**src/bmr_pkg.sv**
```systemverilog
// constants for the pack mode word, rate queries and alarm/charge broadcasts
// assumes a 125 MHz system clock and a 1 s tick built from it
package bmr_pkg;

    // ------------------------------------------------------------------
    // command codes
    // ------------------------------------------------------------------
    localparam logic [7:0]  CMD_MODE_WORD   = 8'h03;
    localparam logic [7:0]  CMD_RATE_VALUE  = 8'h04;
    localparam logic [7:0]  CMD_RATE_TTF    = 8'h05;
    localparam logic [7:0]  CMD_RATE_TTE    = 8'h06;
    localparam logic [7:0]  CMD_RATE_OK     = 8'h07;
    localparam logic [7:0]  CMD_TEMPERATURE = 8'h08;
    localparam logic [7:0]  CMD_VOLTAGE     = 8'h09;
    localparam logic [7:0]  CMD_ALARM_MSG   = 8'h16;
    localparam logic [7:0]  CMD_CHG_CURRENT = 8'h14;
    localparam logic [7:0]  CMD_CHG_VOLTAGE = 8'h15;

    // ------------------------------------------------------------------
    // broadcast target addresses (7-bit)
    // ------------------------------------------------------------------
    localparam logic [6:0]  ADDR_CHARGER    = 7'h12;
    localparam logic [6:0]  ADDR_HOST       = 7'h10;

    // ------------------------------------------------------------------
    // mode word layout and reset values
    // ------------------------------------------------------------------
    localparam int          MODE_INT_CHG    = 0;
    localparam int          MODE_MAIN_CAP   = 1;
    localparam int          MODE_RELEARN    = 7;
    localparam int          MODE_CHG_ON     = 8;
    localparam int          MODE_MAIN_ROLE  = 9;
    localparam int          MODE_ALARM_INH  = 13;
    localparam int          MODE_CHG_INH    = 14;
    localparam int          MODE_CAP_UNIT   = 15;
    localparam logic [15:0] MODE_WR_MASK    = 16'hE300;
    localparam logic [15:0] MODE_SLEEP_CLR  = 16'hE000;
    localparam logic [15:0] MODE_RESET      = 16'h0000;
    localparam logic [15:0] RATE_RESET      = 16'h0000;

    // ------------------------------------------------------------------
    // result encodings
    // ------------------------------------------------------------------
    localparam logic [15:0] MIN_INVALID     = 16'hFFFF;
    localparam logic [15:0] MIN_MAX         = 16'hFFFE;
    localparam logic [15:0] VOLT_MAX_MV     = 16'h4E20;
    localparam logic [31:0] MIN_PER_HOUR    = 32'h0000003C;
    localparam logic [31:0] SEC_PER_HOUR    = 32'h00000E10;

    // ------------------------------------------------------------------
    // times and derived cycle counts
    // ------------------------------------------------------------------
    localparam int          CLK_HZ          = 125_000_000;
    localparam int          TICK_S          = 1;
    localparam int          SECOND_CYCLES   = CLK_HZ * TICK_S;
    localparam int          INHIBIT_S       = 60;
    localparam int          ALARM_GAP_S     = 10;
    localparam int          DELIVER_S       = 10;
    // free-running tick: n ticks span n-1..n seconds
    localparam logic [5:0]  INHIBIT_TICKS   = 6'(INHIBIT_S / TICK_S);
    localparam logic [3:0]  ALARM_GAP_TICKS = 4'(ALARM_GAP_S / TICK_S + 1);
    localparam logic [31:0] DELIVER_FACTOR  = 32'(3600 / DELIVER_S);

endpackage

```
**src/bmr_div.sv**
```systemverilog
// serial restoring divider, one quotient bit per enabled cycle
// assumes divisor is non-zero when start is raised
`timescale 1ns/10ps
module bmr_div #(
    parameter int NW = 32,
    parameter int DW = 16
) (
    input  wire logic          clk,
    input  wire logic          sys_rst,
    input  wire logic          ce,
    input  wire logic          start,
    input  wire logic [NW-1:0] dividend,
    input  wire logic [DW-1:0] divisor,
    output logic               busy,
    output logic               done,
    output logic [NW-1:0]      quotient
);
    localparam int KW = $clog2(NW + 1);

    logic [DW:0]   rem_q, rem_d;
    logic [NW-1:0] quo_q, quo_d;
    logic [DW-1:0] dsr_q, dsr_d;
    logic [KW-1:0] cnt_q, cnt_d;
    logic          done_q, done_d;
    logic [DW:0]   trial;

    // ------------------------------------------------------------------
    // shift-subtract step
    // ------------------------------------------------------------------
    // NW cycles; slow but tiny, far inside the refresh deadline
    always_comb begin
        rem_d  = rem_q;
        quo_d  = quo_q;
        dsr_d  = dsr_q;
        cnt_d  = cnt_q;
        done_d = 1'b0;
        trial  = {rem_q[DW-1:0], quo_q[NW-1]};
        if (start && cnt_q == '0) begin
            rem_d = '0;
            quo_d = dividend;
            dsr_d = divisor;
            cnt_d = KW'(NW);
        end else if (cnt_q != '0) begin
            quo_d = {quo_q[NW-2:0], 1'b0};
            rem_d = trial;
            if (trial >= {1'b0, dsr_q}) begin
                rem_d    = trial - {1'b0, dsr_q};
                quo_d[0] = 1'b1;
            end
            cnt_d  = cnt_q - 1'b1;
            done_d = (cnt_q == KW'(1));
        end
    end

    always_ff @(posedge clk) begin
        if (sys_rst) begin
            rem_q  <= '0;
            quo_q  <= '0;
            dsr_q  <= '0;
            cnt_q  <= '0;
            done_q <= 1'b0;
        end else if (ce) begin
            rem_q  <= rem_d;
            quo_q  <= quo_d;
            dsr_q  <= dsr_d;
            cnt_q  <= cnt_d;
            done_q <= done_d;
        end
    end

    assign busy     = (cnt_q != '0);
    assign done     = done_q & ce;
    assign quotient = quo_q;

endmodule

```
**src/bmr_regs.sv**
```systemverilog
// pack mode word, rate-query results, read words and broadcast sequencer
// assumes an external bus engine frames commands and carries broadcasts
//
// Operation
// - mode bit 7 is read-only recalibration request; bits 2-6, 10-12 reserved.
// - bit 13 read/write alarm broadcast inhibit, default 0; bits 14, 15 read/write.
// - while inhibit set, no bus mastering nor alarm messages, 59 to 60 s.
// - inhibit clear: alarm message to host and charger on alarm condition.
// - successive alarm broadcasts spaced at least 10 s apart.
// - each mode command restarts 60 s timer; expiry clears alarm inhibit.
// - sleep clears alarm inhibit, charge inhibit and unit select.
// - alarm inhibit never affects the charge-request inhibit bit.
// - charge inhibit set stops desired current and voltage messages.
// - unit select: 1 reports 10 mW units, 0 reports mA units.
// - unit change refreshes values within 1 s; rate results on write or tick.
// - command 0x04 holds rate value feeding rate results; written before reading.
// - rate time-to-full in minutes, 65535 when rate zero or negative.
// - rate time-to-empty at 0x06, 0 to 65534, 65535 when rate not negative.
// - time-to-empty recomputed within 5 ms of rate write and every 1 s.
// - can-deliver at 0x07 says rate sustainable 10 s; 1 when rate not negative.
// - can-deliver recomputed within 5 ms of rate write and every 1 s.
// - temperature word at 0x08 in units of 0.1 kelvin.
// - voltage word at 0x09 in millivolts, 0 to 20000.
// - broadcasts are write words to charger 0x12 and host 0x10.
`timescale 1ns/10ps
module bmr_regs
    import bmr_pkg::*;
#(
    parameter int TICK_CYCLES = SECOND_CYCLES
) (
    input  wire logic        clk,
    input  wire logic        sys_rst,
    input  wire logic        ce,
    input  wire logic        cmd_valid,
    input  wire logic        cmd_write,
    input  wire logic [7:0]  cmd_code,
    input  wire logic [15:0] cmd_wdata,
    output logic [15:0]      cmd_rdata,
    output logic             cmd_ack,
    output logic             cmd_refused,
    input  wire logic        onboard_charge_ctrl_capable,
    input  wire logic        main_pack_role_capable,
    input  wire logic        relearn_request,
    input  wire logic        sleep_enter,
    input  wire logic        alarm_cond,
    input  wire logic [15:0] alarm_status,
    input  wire logic        charge_req,
    input  wire logic [15:0] desired_charge_current,
    input  wire logic [15:0] desired_charge_voltage,
    input  wire logic [15:0] remain_cap,
    input  wire logic [15:0] to_full_cap,
    input  wire logic [15:0] temp_dk,
    input  wire logic [15:0] volt_mv,
    output logic             capacity_unit_10mw,
    output logic             onboard_charge_ctrl_on,
    output logic             main_pack_role,
    output logic             bc_valid,
    output logic [6:0]       bc_addr,
    output logic [7:0]       bc_cmd,
    output logic [15:0]      bc_data,
    input  wire logic        bc_ready
);

    typedef enum {BC_IDLE, BC_ALM_HOST, BC_ALM_CHG, BC_CUR, BC_VOLT} bmr_bc_type;

    logic        tick;
    logic        div_start;
    logic        div_busy;
    logic        div_done;
    logic [31:0] div_quot;
    logic        mode_cmd;
    logic        rate_wr;

    // ------------------------------------------------------------------
    // helpers
    // ------------------------------------------------------------------
    bmr_tick_gen #(.TICK_CYCLES(TICK_CYCLES)) u_tick (
        .clk     (clk),
        .sys_rst (sys_rst),
        .ce      (ce),
        .tick    (tick)
    );

    // ------------------------------------------------------------------
    // mode word and alarm inhibit timer
    // ------------------------------------------------------------------
    logic [15:0] mode_q, mode_d;
    logic [5:0]  inh_cnt_q, inh_cnt_d;
    logic [15:0] mode_rd;

    assign mode_cmd = cmd_valid && cmd_code == CMD_MODE_WORD;
    assign rate_wr  = cmd_valid && cmd_write && cmd_code == CMD_RATE_VALUE;

    // read-only flags come straight from their sources; reserved read 0
    always_comb begin
        mode_rd                = mode_q & MODE_WR_MASK;
        mode_rd[MODE_INT_CHG]  = onboard_charge_ctrl_capable;
        mode_rd[MODE_MAIN_CAP] = main_pack_role_capable;
        mode_rd[MODE_RELEARN]  = relearn_request;
    end

    always_comb begin
        mode_d    = mode_q;
        inh_cnt_d = inh_cnt_q;
        if (tick && inh_cnt_q != '0) begin
            inh_cnt_d = inh_cnt_q - 1'b1;
            if (inh_cnt_q == 6'h01) begin
                mode_d[MODE_ALARM_INH] = 1'b0;
            end
        end
        if (mode_cmd) begin
            inh_cnt_d = INHIBIT_TICKS;
        end
        if (mode_cmd && cmd_write) begin
            // each bit written on its own
            mode_d = (mode_q & ~MODE_WR_MASK) | (cmd_wdata & MODE_WR_MASK);
        end
        if (sleep_enter) begin
            mode_d    = mode_d & ~MODE_SLEEP_CLR;
            inh_cnt_d = '0;
        end
    end

    always_ff @(posedge clk) begin
        if (sys_rst) begin
            mode_q    <= MODE_RESET;
            inh_cnt_q <= '0;
        end else if (ce) begin
            mode_q    <= mode_d;
            inh_cnt_q <= inh_cnt_d;
        end
    end

    // unit select drives the gauge core
    assign capacity_unit_10mw     = mode_q[MODE_CAP_UNIT];
    assign onboard_charge_ctrl_on = mode_q[MODE_CHG_ON];
    assign main_pack_role         = mode_q[MODE_MAIN_ROLE];

    // ------------------------------------------------------------------
    // rate value and rate-query results
    // ------------------------------------------------------------------
    logic [15:0] rate_q, rate_d;
    logic        pend_q, pend_d;
    logic        neg_q, neg_d;
    logic [15:0] tte_q, tte_d;
    logic [15:0] ttf_q, ttf_d;
    logic        ok_q, ok_d;
    logic [15:0] rate_mag;
    logic [31:0] div_num;
    logic [15:0] quot_sat;

    // magnitude of the signed rate; 0x8000 maps to 32768, still fits
    assign rate_mag = rate_q[15] ? 16'(-rate_q) : rate_q;
    assign div_num  = (rate_q[15] ? {16'h0000, remain_cap} : {16'h0000, to_full_cap})
                      * MIN_PER_HOUR;
    assign quot_sat = (div_quot > {16'h0000, MIN_MAX}) ? MIN_MAX : div_quot[15:0];
    assign div_start = pend_q && !div_busy && rate_q != '0;

    // a tick or a write landing mid-division is kept pending, not lost
    always_comb begin
        rate_d = rate_q;
        pend_d = pend_q;
        neg_d  = neg_q;
        tte_d  = tte_q;
        ttf_d  = ttf_q;
        ok_d   = ok_q;
        if (rate_wr) begin
            rate_d = cmd_wdata;
        end
        if (div_done) begin
            // negative rate gives minutes to empty
            tte_d = neg_q ? quot_sat : MIN_INVALID;
            // positive rate gives minutes to full
            ttf_d = neg_q ? MIN_INVALID : quot_sat;
        end
        if (pend_q && !div_busy) begin
            pend_d = 1'b0;
            neg_d  = rate_q[15];
            ok_d   = !rate_q[15] ||
                     ({16'h0000, remain_cap} * DELIVER_FACTOR >= {16'h0000, rate_mag});
            if (rate_q == '0) begin
                tte_d = MIN_INVALID;
                ttf_d = MIN_INVALID;
            end
        end
        // recompute on write or 1 s tick
        // unit change picked up on next refresh
        if (rate_wr || tick) begin
            pend_d = 1'b1;
        end
    end

    always_ff @(posedge clk) begin
        if (sys_rst) begin
            rate_q <= RATE_RESET;
            pend_q <= 1'b1;
            neg_q  <= 1'b0;
            tte_q  <= MIN_INVALID;
            ttf_q  <= MIN_INVALID;
            ok_q   <= 1'b1;
        end else if (ce) begin
            rate_q <= rate_d;
            pend_q <= pend_d;
            neg_q  <= neg_d;
            tte_q  <= tte_d;
            ttf_q  <= ttf_d;
            ok_q   <= ok_d;
        end
    end

    bmr_div #(.NW(32), .DW(16)) u_div (
        .clk      (clk),
        .sys_rst  (sys_rst),
        .ce       (ce),
        .start    (div_start),
        .dividend (div_num),
        .divisor  (rate_mag),
        .busy     (div_busy),
        .done     (div_done),
        .quotient (div_quot)
    );

    // ------------------------------------------------------------------
    // command read port
    // ------------------------------------------------------------------
    logic [15:0] rdata_q, rdata_d;
    logic        ack_q, ack_d;
    logic        ref_q, ref_d;

    // writes to read-only or unknown codes are answered but flagged
    always_comb begin
        rdata_d = '0;
        ack_d   = cmd_valid;
        ref_d   = 1'b0;
        case (cmd_code)
            CMD_MODE_WORD:   rdata_d = mode_rd;
            CMD_RATE_VALUE:  rdata_d = rate_q;
            CMD_RATE_TTF:    rdata_d = ttf_q;
            CMD_RATE_TTE:    rdata_d = tte_q;
            CMD_RATE_OK:     rdata_d = {15'h0000, ok_q};
            CMD_TEMPERATURE: rdata_d = temp_dk;
            CMD_VOLTAGE:     rdata_d = (volt_mv > VOLT_MAX_MV) ? VOLT_MAX_MV : volt_mv;
            default:         ref_d = cmd_valid;
        endcase
        if (cmd_valid && cmd_write && cmd_code != CMD_MODE_WORD
            && cmd_code != CMD_RATE_VALUE) begin
            ref_d = 1'b1;
        end
        if (!cmd_valid) begin
            rdata_d = rdata_q;
        end
    end

    always_ff @(posedge clk) begin
        if (sys_rst) begin
            rdata_q <= '0;
            ack_q   <= 1'b0;
            ref_q   <= 1'b0;
        end else if (ce) begin
            rdata_q <= rdata_d;
            ack_q   <= ack_d;
            ref_q   <= ref_d;
        end
    end

    assign cmd_rdata   = rdata_q;
    assign cmd_ack     = ack_q;
    assign cmd_refused = ref_q;

    // ------------------------------------------------------------------
    // broadcast sequencer
    // ------------------------------------------------------------------
    bmr_bc_type  st_q, st_d;
    logic [3:0]  gap_q, gap_d;
    logic        chg_pend_q, chg_pend_d;
    logic [6:0]  addr_q, addr_d;
    logic [7:0]  bcmd_q, bcmd_d;
    logic [15:0] bdata_q, bdata_d;
    logic        inhibit;

    assign inhibit = mode_q[MODE_ALARM_INH];

    // a message already offered is finished even if inhibit rises meanwhile
    always_comb begin
        st_d       = st_q;
        gap_d      = gap_q;
        chg_pend_d = chg_pend_q;
        addr_d     = addr_q;
        bcmd_d     = bcmd_q;
        bdata_d    = bdata_q;
        // spacing counts down from the last alarm
        if (tick && gap_q != '0) begin
            gap_d = gap_q - 1'b1;
        end
        case (st_q)
            BC_IDLE: begin
                if (!inhibit && alarm_cond && gap_q == '0) begin
                    st_d    = BC_ALM_HOST;
                    addr_d  = ADDR_HOST;
                    bcmd_d  = CMD_ALARM_MSG;
                    bdata_d = alarm_status;
                end else if (!inhibit && chg_pend_q && !mode_q[MODE_CHG_INH]) begin
                    st_d       = BC_CUR;
                    chg_pend_d = 1'b0;
                    addr_d     = ADDR_CHARGER;
                    bcmd_d     = CMD_CHG_CURRENT;
                    bdata_d    = desired_charge_current;
                end
            end
            BC_ALM_HOST: if (bc_ready) begin
                st_d   = BC_ALM_CHG;
                addr_d = ADDR_CHARGER;
            end
            BC_ALM_CHG: if (bc_ready) begin
                st_d  = BC_IDLE;
                gap_d = ALARM_GAP_TICKS;
            end
            BC_CUR: if (bc_ready) begin
                st_d    = BC_VOLT;
                bcmd_d  = CMD_CHG_VOLTAGE;
                bdata_d = desired_charge_voltage;
            end
            BC_VOLT: if (bc_ready) begin
                st_d = BC_IDLE;
            end
            default: st_d = BC_IDLE;
        endcase
        if (mode_q[MODE_CHG_INH]) begin
            chg_pend_d = 1'b0;
        end else if (charge_req) begin
            chg_pend_d = 1'b1;
        end
    end

    always_ff @(posedge clk) begin
        if (sys_rst) begin
            st_q       <= BC_IDLE;
            gap_q      <= '0;
            chg_pend_q <= 1'b0;
            addr_q     <= '0;
            bcmd_q     <= '0;
            bdata_q    <= '0;
        end else if (ce) begin
            st_q       <= st_d;
            gap_q      <= gap_d;
            chg_pend_q <= chg_pend_d;
            addr_q     <= addr_d;
            bcmd_q     <= bcmd_d;
            bdata_q    <= bdata_d;
        end
    end

    assign bc_valid = (st_q != BC_IDLE);
    assign bc_addr  = addr_q;
    assign bc_cmd   = bcmd_q;
    assign bc_data  = bdata_q;

endmodule

```
**src/bmr_tick_gen.sv**
```systemverilog
// free-running one-second tick for the mode word timers and rate refresh
// assumes a single clock; ce low freezes the prescaler
`timescale 1ns/10ps
module bmr_tick_gen
    import bmr_pkg::*;
#(
    parameter int TICK_CYCLES = SECOND_CYCLES
) (
    input  wire logic clk,
    input  wire logic sys_rst,
    input  wire logic ce,
    output logic      tick
);
    localparam int CW = $clog2(TICK_CYCLES);
    localparam logic [CW-1:0] LAST = CW'(TICK_CYCLES - 1);

    logic [CW-1:0] cnt_q;
    logic [CW-1:0] cnt_d;
    logic          tick_q;
    logic          tick_d;

    // ------------------------------------------------------------------
    // prescaler
    // ------------------------------------------------------------------
    // tick is registered so consumers see a clean one-cycle pulse
    always_comb begin
        cnt_d  = cnt_q + 1'b1;
        tick_d = 1'b0;
        if (cnt_q == LAST) begin
            cnt_d  = '0;
            tick_d = 1'b1;
        end
    end

    always_ff @(posedge clk) begin
        if (sys_rst) begin
            cnt_q  <= '0;
            tick_q <= 1'b0;
        end else if (ce) begin
            cnt_q  <= cnt_d;
            tick_q <= tick_d;
        end
    end

    assign tick = tick_q & ce;

endmodule
```
**config.mk**
```make
export PLATFORM = sky130hd
export DESIGN_NAME = bmr_regs
export DESIGN_NICKNAME = d
export VERILOG_FILES = /design/src/bmr_pkg.sv /design/src/bmr_div.sv /design/src/bmr_regs.sv /design/src/bmr_tick_gen.sv
export SDC_FILE = /design/constraint.sdc
export NUM_CORES = 1
export LEC_CHECK = 0
export ABC_AREA = 1
export BUFFER_PORTS_ARGS = -buffer_cell sky130_fd_sc_hd__clkbuf_2
export CAP_MARGIN = 30
export CORE_UTILIZATION = 45
export CTS_CLUSTER_DIAMETER = 40
export DETAILED_ROUTE_END_ITERATION = 10
export GPL_ROUTABILITY_DRIVEN = 1
export HOLD_SLACK_MARGIN = 0.15
export PLACE_DENSITY = 0.7
export SLEW_MARGIN = 20
export SYNTH_ARGS = -nofsm -noshare
export SYNTH_HDL_FRONTEND = slang
export SYNTH_SLANG_ARGS = --single-unit
```
**constraint.sdc**
```tcl
create_clock -name clk -period 8.2 [get_ports clk]
set_clock_uncertainty 0.2 [all_clocks]
set_input_delay 0.41 -clock clk [delete_from_list [all_inputs] [get_ports clk]]
set_output_delay 0.41 -clock clk [all_outputs]
set_load 0.05 [all_outputs]
```
==> results.yml <==
drt:
  post-route-drc-count: 1
  wirelength_mm: 47.5
  wl_per_cell_um: 15.6
  vias_per_cell: 5.42
  first_iter_violations: 1318
  drt_pass1_iterations: 9
  vias: 16500
  ant_nets: 0
critical_path:
  startpoint_type: "register"
  worstSetupPathType: "reg -> reg"
  cp-startpoint: "rate_q[15]$_SDFFE_PP0P_"
  crit_required_ps: 8480
  end_kind: "register"
  path_max_fanout: 25
  r2r_start: "rate_q[15]$_SDFFE_PP0P_"
  cp.arrival_ps: 4820
timing:
  rsz0062_at_grt: "false"
  fmaxAchievable_ghz: 0.220
  finalCriticalPeriod_ps: 4540
  worst_hold_slack_ps: 169
  relSlewSlack_pct: 34.5
  period_share_pct: 55.4
  slew_violations: 0
  worst_pin_slew_ps: 981
  hold_violations: 0
  setup_viol: 0
  fin_tns_setup_ps: 0
finish:
  diodes: 0
  nNetsFinal: 2876
  fillers: 3422
  final_area_mm2: 0.0188
  syn_to_final_growth_pct: 19.0
  drive_above_1_share_pct: 11.2
  post-route-util_pct: 54.3
global_routing:
  gr-total-overflow: 0
  grt_pass1_vias: 15800
  grt_pass1_wl_mm: 77.6
  track_usage_pct: 26.2
  antenna_found_initial: 0
  grt_max_degree: 78
logic_synthesis:
  synth_area_mm2: 0.0158
  synth_cells: 2349
  synth.avg_cell_area_um2: 6.71
  yosysSeqAreaShare_pct: 26.4
  synth_top_area_share_pct: 26.4
  synth_top_area_cell: "dfxtp_1"
  netlist_top_cells_area: "dfxtp_1, nand2_1, ha_1"
  synth_ff_type: "dfxtp_1"
  synth_seq_cells: 208
  synth_async_sr_flop_share_pct: 0
  yosysWarnings: 0
  synth_cell_types: 55
  synth_edf_count: 0
clock_network:
  clock-sinks: 208
  clockBufferDepth: 3
  clock_latency_ps: 550
  clkTransAtPathRegs_ps: 60
  clockRootBuffer: "clkbuf_16"
  cts_tree: "done"
  h-tree-depth: 1
  cts_made_buffers: 31
worst_hold_path:
  hold_path_class: "in -> reg"
  min_from: "temp_dk[7]"
place:
  hpwl_mm: 35.2
  placed_area_mm2: 0.0169
  gp_congestion: 0.890
  portBuffers: 191
floorplanning:
  core_area_mm2: 0.0345
  rows: 68
  dieArea_mm2: 0.0358
  die_h_um: 189
  io_pins: 201
  start_util_pct: 45.6
  die_width_um: 189
power_and_ir_drop:
  max-vdd-ir-drop_v: 0.000273
  pwr-share-comb_pct: 51.5
  internal_power_mw: 2.89
  clkPwrFrac_pct: 25.2
  power_per_cell_area_mw_per_mm2: 284
  seqPwrFrac_pct: 23.3
  switching_share_pct: 45.7
  power.total_mw: 5.32
  p_leak_nw: 8.84
  power.switching_mw: 2.43
job:
  cap_violations: 0
status:
  violations: "DRC"
  outcome: "complete, but fails checks"
layout make-up:
cell class | instances | area [um^2] | area share [%]
Inverter | 296 | 1110 | 5.94
Clock inverter | 26 | 272 | 1.45
Tap cell | 455 | 569 | 3.03
Clock buffer | 32 | 779 | 4.16
Multi-Input combinational cell | 1760 | 10100 | 53.7
Sequential cell | 208 | 4160 | 22.2
Timing Repair Buffer | 273 | 1800 | 9.58
metal layers:
metal  global-route usage, %  vias up  wire length, um  share of wire, %
met1                    34.3     7609            20900                44
li1                        -     8198                -                 -
met4                    8.65        0             1460               3.1
met3                    3.71      115             3240               6.8
met2                    44.4      623            21900                46
met5                       0        -                0                 0
power by group through the flow:
stage	logic [mW]	registers, mW	clock network, mW
2_1_floorplan	2.08	1.27	0
3_3_place_gp	2.63	1.25	0
3_5_place_dp	2.66	1.26	0
4_1_cts	2.71	1.24	1.36
5_1_grt	3.12	1.26	1.40
6_report	2.74	1.24	1.34
cells in the final DEF, fill, tap and decap left out, drive strengths merged, types with 2 or more instances in the layout:
cell type    count
a21oi          227
nand3          134
dfxtp          208
nand3b          19
a31oi            6
a21o             5
fa              47
or2              8
a221oi           5
xnor2           12
nor4            17
dlygate4sd3     75
a32o             2
o22ai           17
conb             9
o21a             9
nor3b            3
nor2           178
nand4           36
clkbuf         222
inv            307
ha             111
buf              8
o211ai          21
nand2          625
nor3            45
clkinvlp         6
bufinv           3
a211oi          23
xor2            46
o31ai            2
o21ai          123
clkinv           6
o21bai           5
a311oi          17
registers in the layout, summed over array words and instances (netlist names), 2 cells and up:
| register | cells |
|---|---|
| cmd_rdata | 16 |
| u_tick.cnt_q | 27 |
| bc_addr | 2 |
| u_div.cnt_q | 6 |
| tte_q | 16 |
| st_q | 3 |
| u_div.quotient | 32 |
| bc_cmd | 3 |
| u_div.dsr_q | 16 |
| gap_q | 4 |
| mode_q | 5 |
| rate_q | 16 |
| inh_cnt_q | 6 |
| ttf_q | 16 |
| u_div.rem_q | 16 |
| bc_data | 16 |
through the flow:
step | setup WS [ps] | std cells
floorplan | 4080 | 2357
global placement | 3180 | 2914
detailed placement | 3090 | 2914
CTS | 3110 | 3047
global route | 3260 | 3050
finish | 3660 | 3050
critical path, stage by stage (launching register included):
cell      delay (ps)
dfxtp_1          360
buf_8            190
inv_1            550
nand2_1          150
nand2_1          230
fa_1             480
fa_1             470
ha_1             390
a21oi_1          250
nand2_1          120
a21boi_0         370
o21ai_0          230
nand3_1          150
nand2_1           60
nand2_1           60
nand3_1           60
a21oi_1          150
cells by family after synthesis:
kind of cell,share of synthesized area (%)
AO/OA/AOI/OAI,16.8
other,0.0238
flip-flops,26.4
buffers and inverters,9.92
AND/OR/NAND/NOR,28.8
adder cells (fa/ha/maj),14.8
XOR/XNOR,3.22
synthesized netlist by cell type, drive strengths merged, types with 2 or more instances:
| cell type | n |
|---|---|
| a21oi | 227 |
| buf | 42 |
| xnor2 | 12 |
| nor3b | 3 |
| a221oi | 5 |
| a21o | 5 |
| a31oi | 6 |
| nand3 | 134 |
| nand2 | 625 |
| o21a | 9 |
| nor4 | 17 |
| ha | 111 |
| nand4 | 36 |
| dfxtp | 208 |
| fa | 47 |
| a311oi | 17 |
| nor2 | 178 |
| o211ai | 21 |
| o21ai | 123 |
| o21bai | 5 |
| o31ai | 2 |
| o22ai | 17 |
| nor3 | 45 |
| inv | 295 |
| xor2 | 46 |
| or2 | 8 |
| a32o | 2 |
| a211oi | 23 |
| nand3b | 19 |
| clkbuf | 51 |
what timing repair did:
action,in CTS,in global routing
endpoints found under the hold margin,62,0
hold buffers,75,0
resized for setup,0,0
setup endpoints to repair,0,0
buffers inserted,0,0
final timing paths:
kind / end / slack [ps] / depth (start not counted)
min reg2reg: cmd_rdata[7]$_SDFFE_PP0P_ / 260 / 2
max reg2reg: u_div.quotient[20]$_SDFFE_PP0P_ / 3660 / 16
min: cmd_rdata[7]$_SDFFE_PP0P_ / 170 / 7
max: u_div.quotient[20]$_SDFFE_PP0P_ / 3660 / 16
Note: power is estimated with default switching activity, not from simulation.
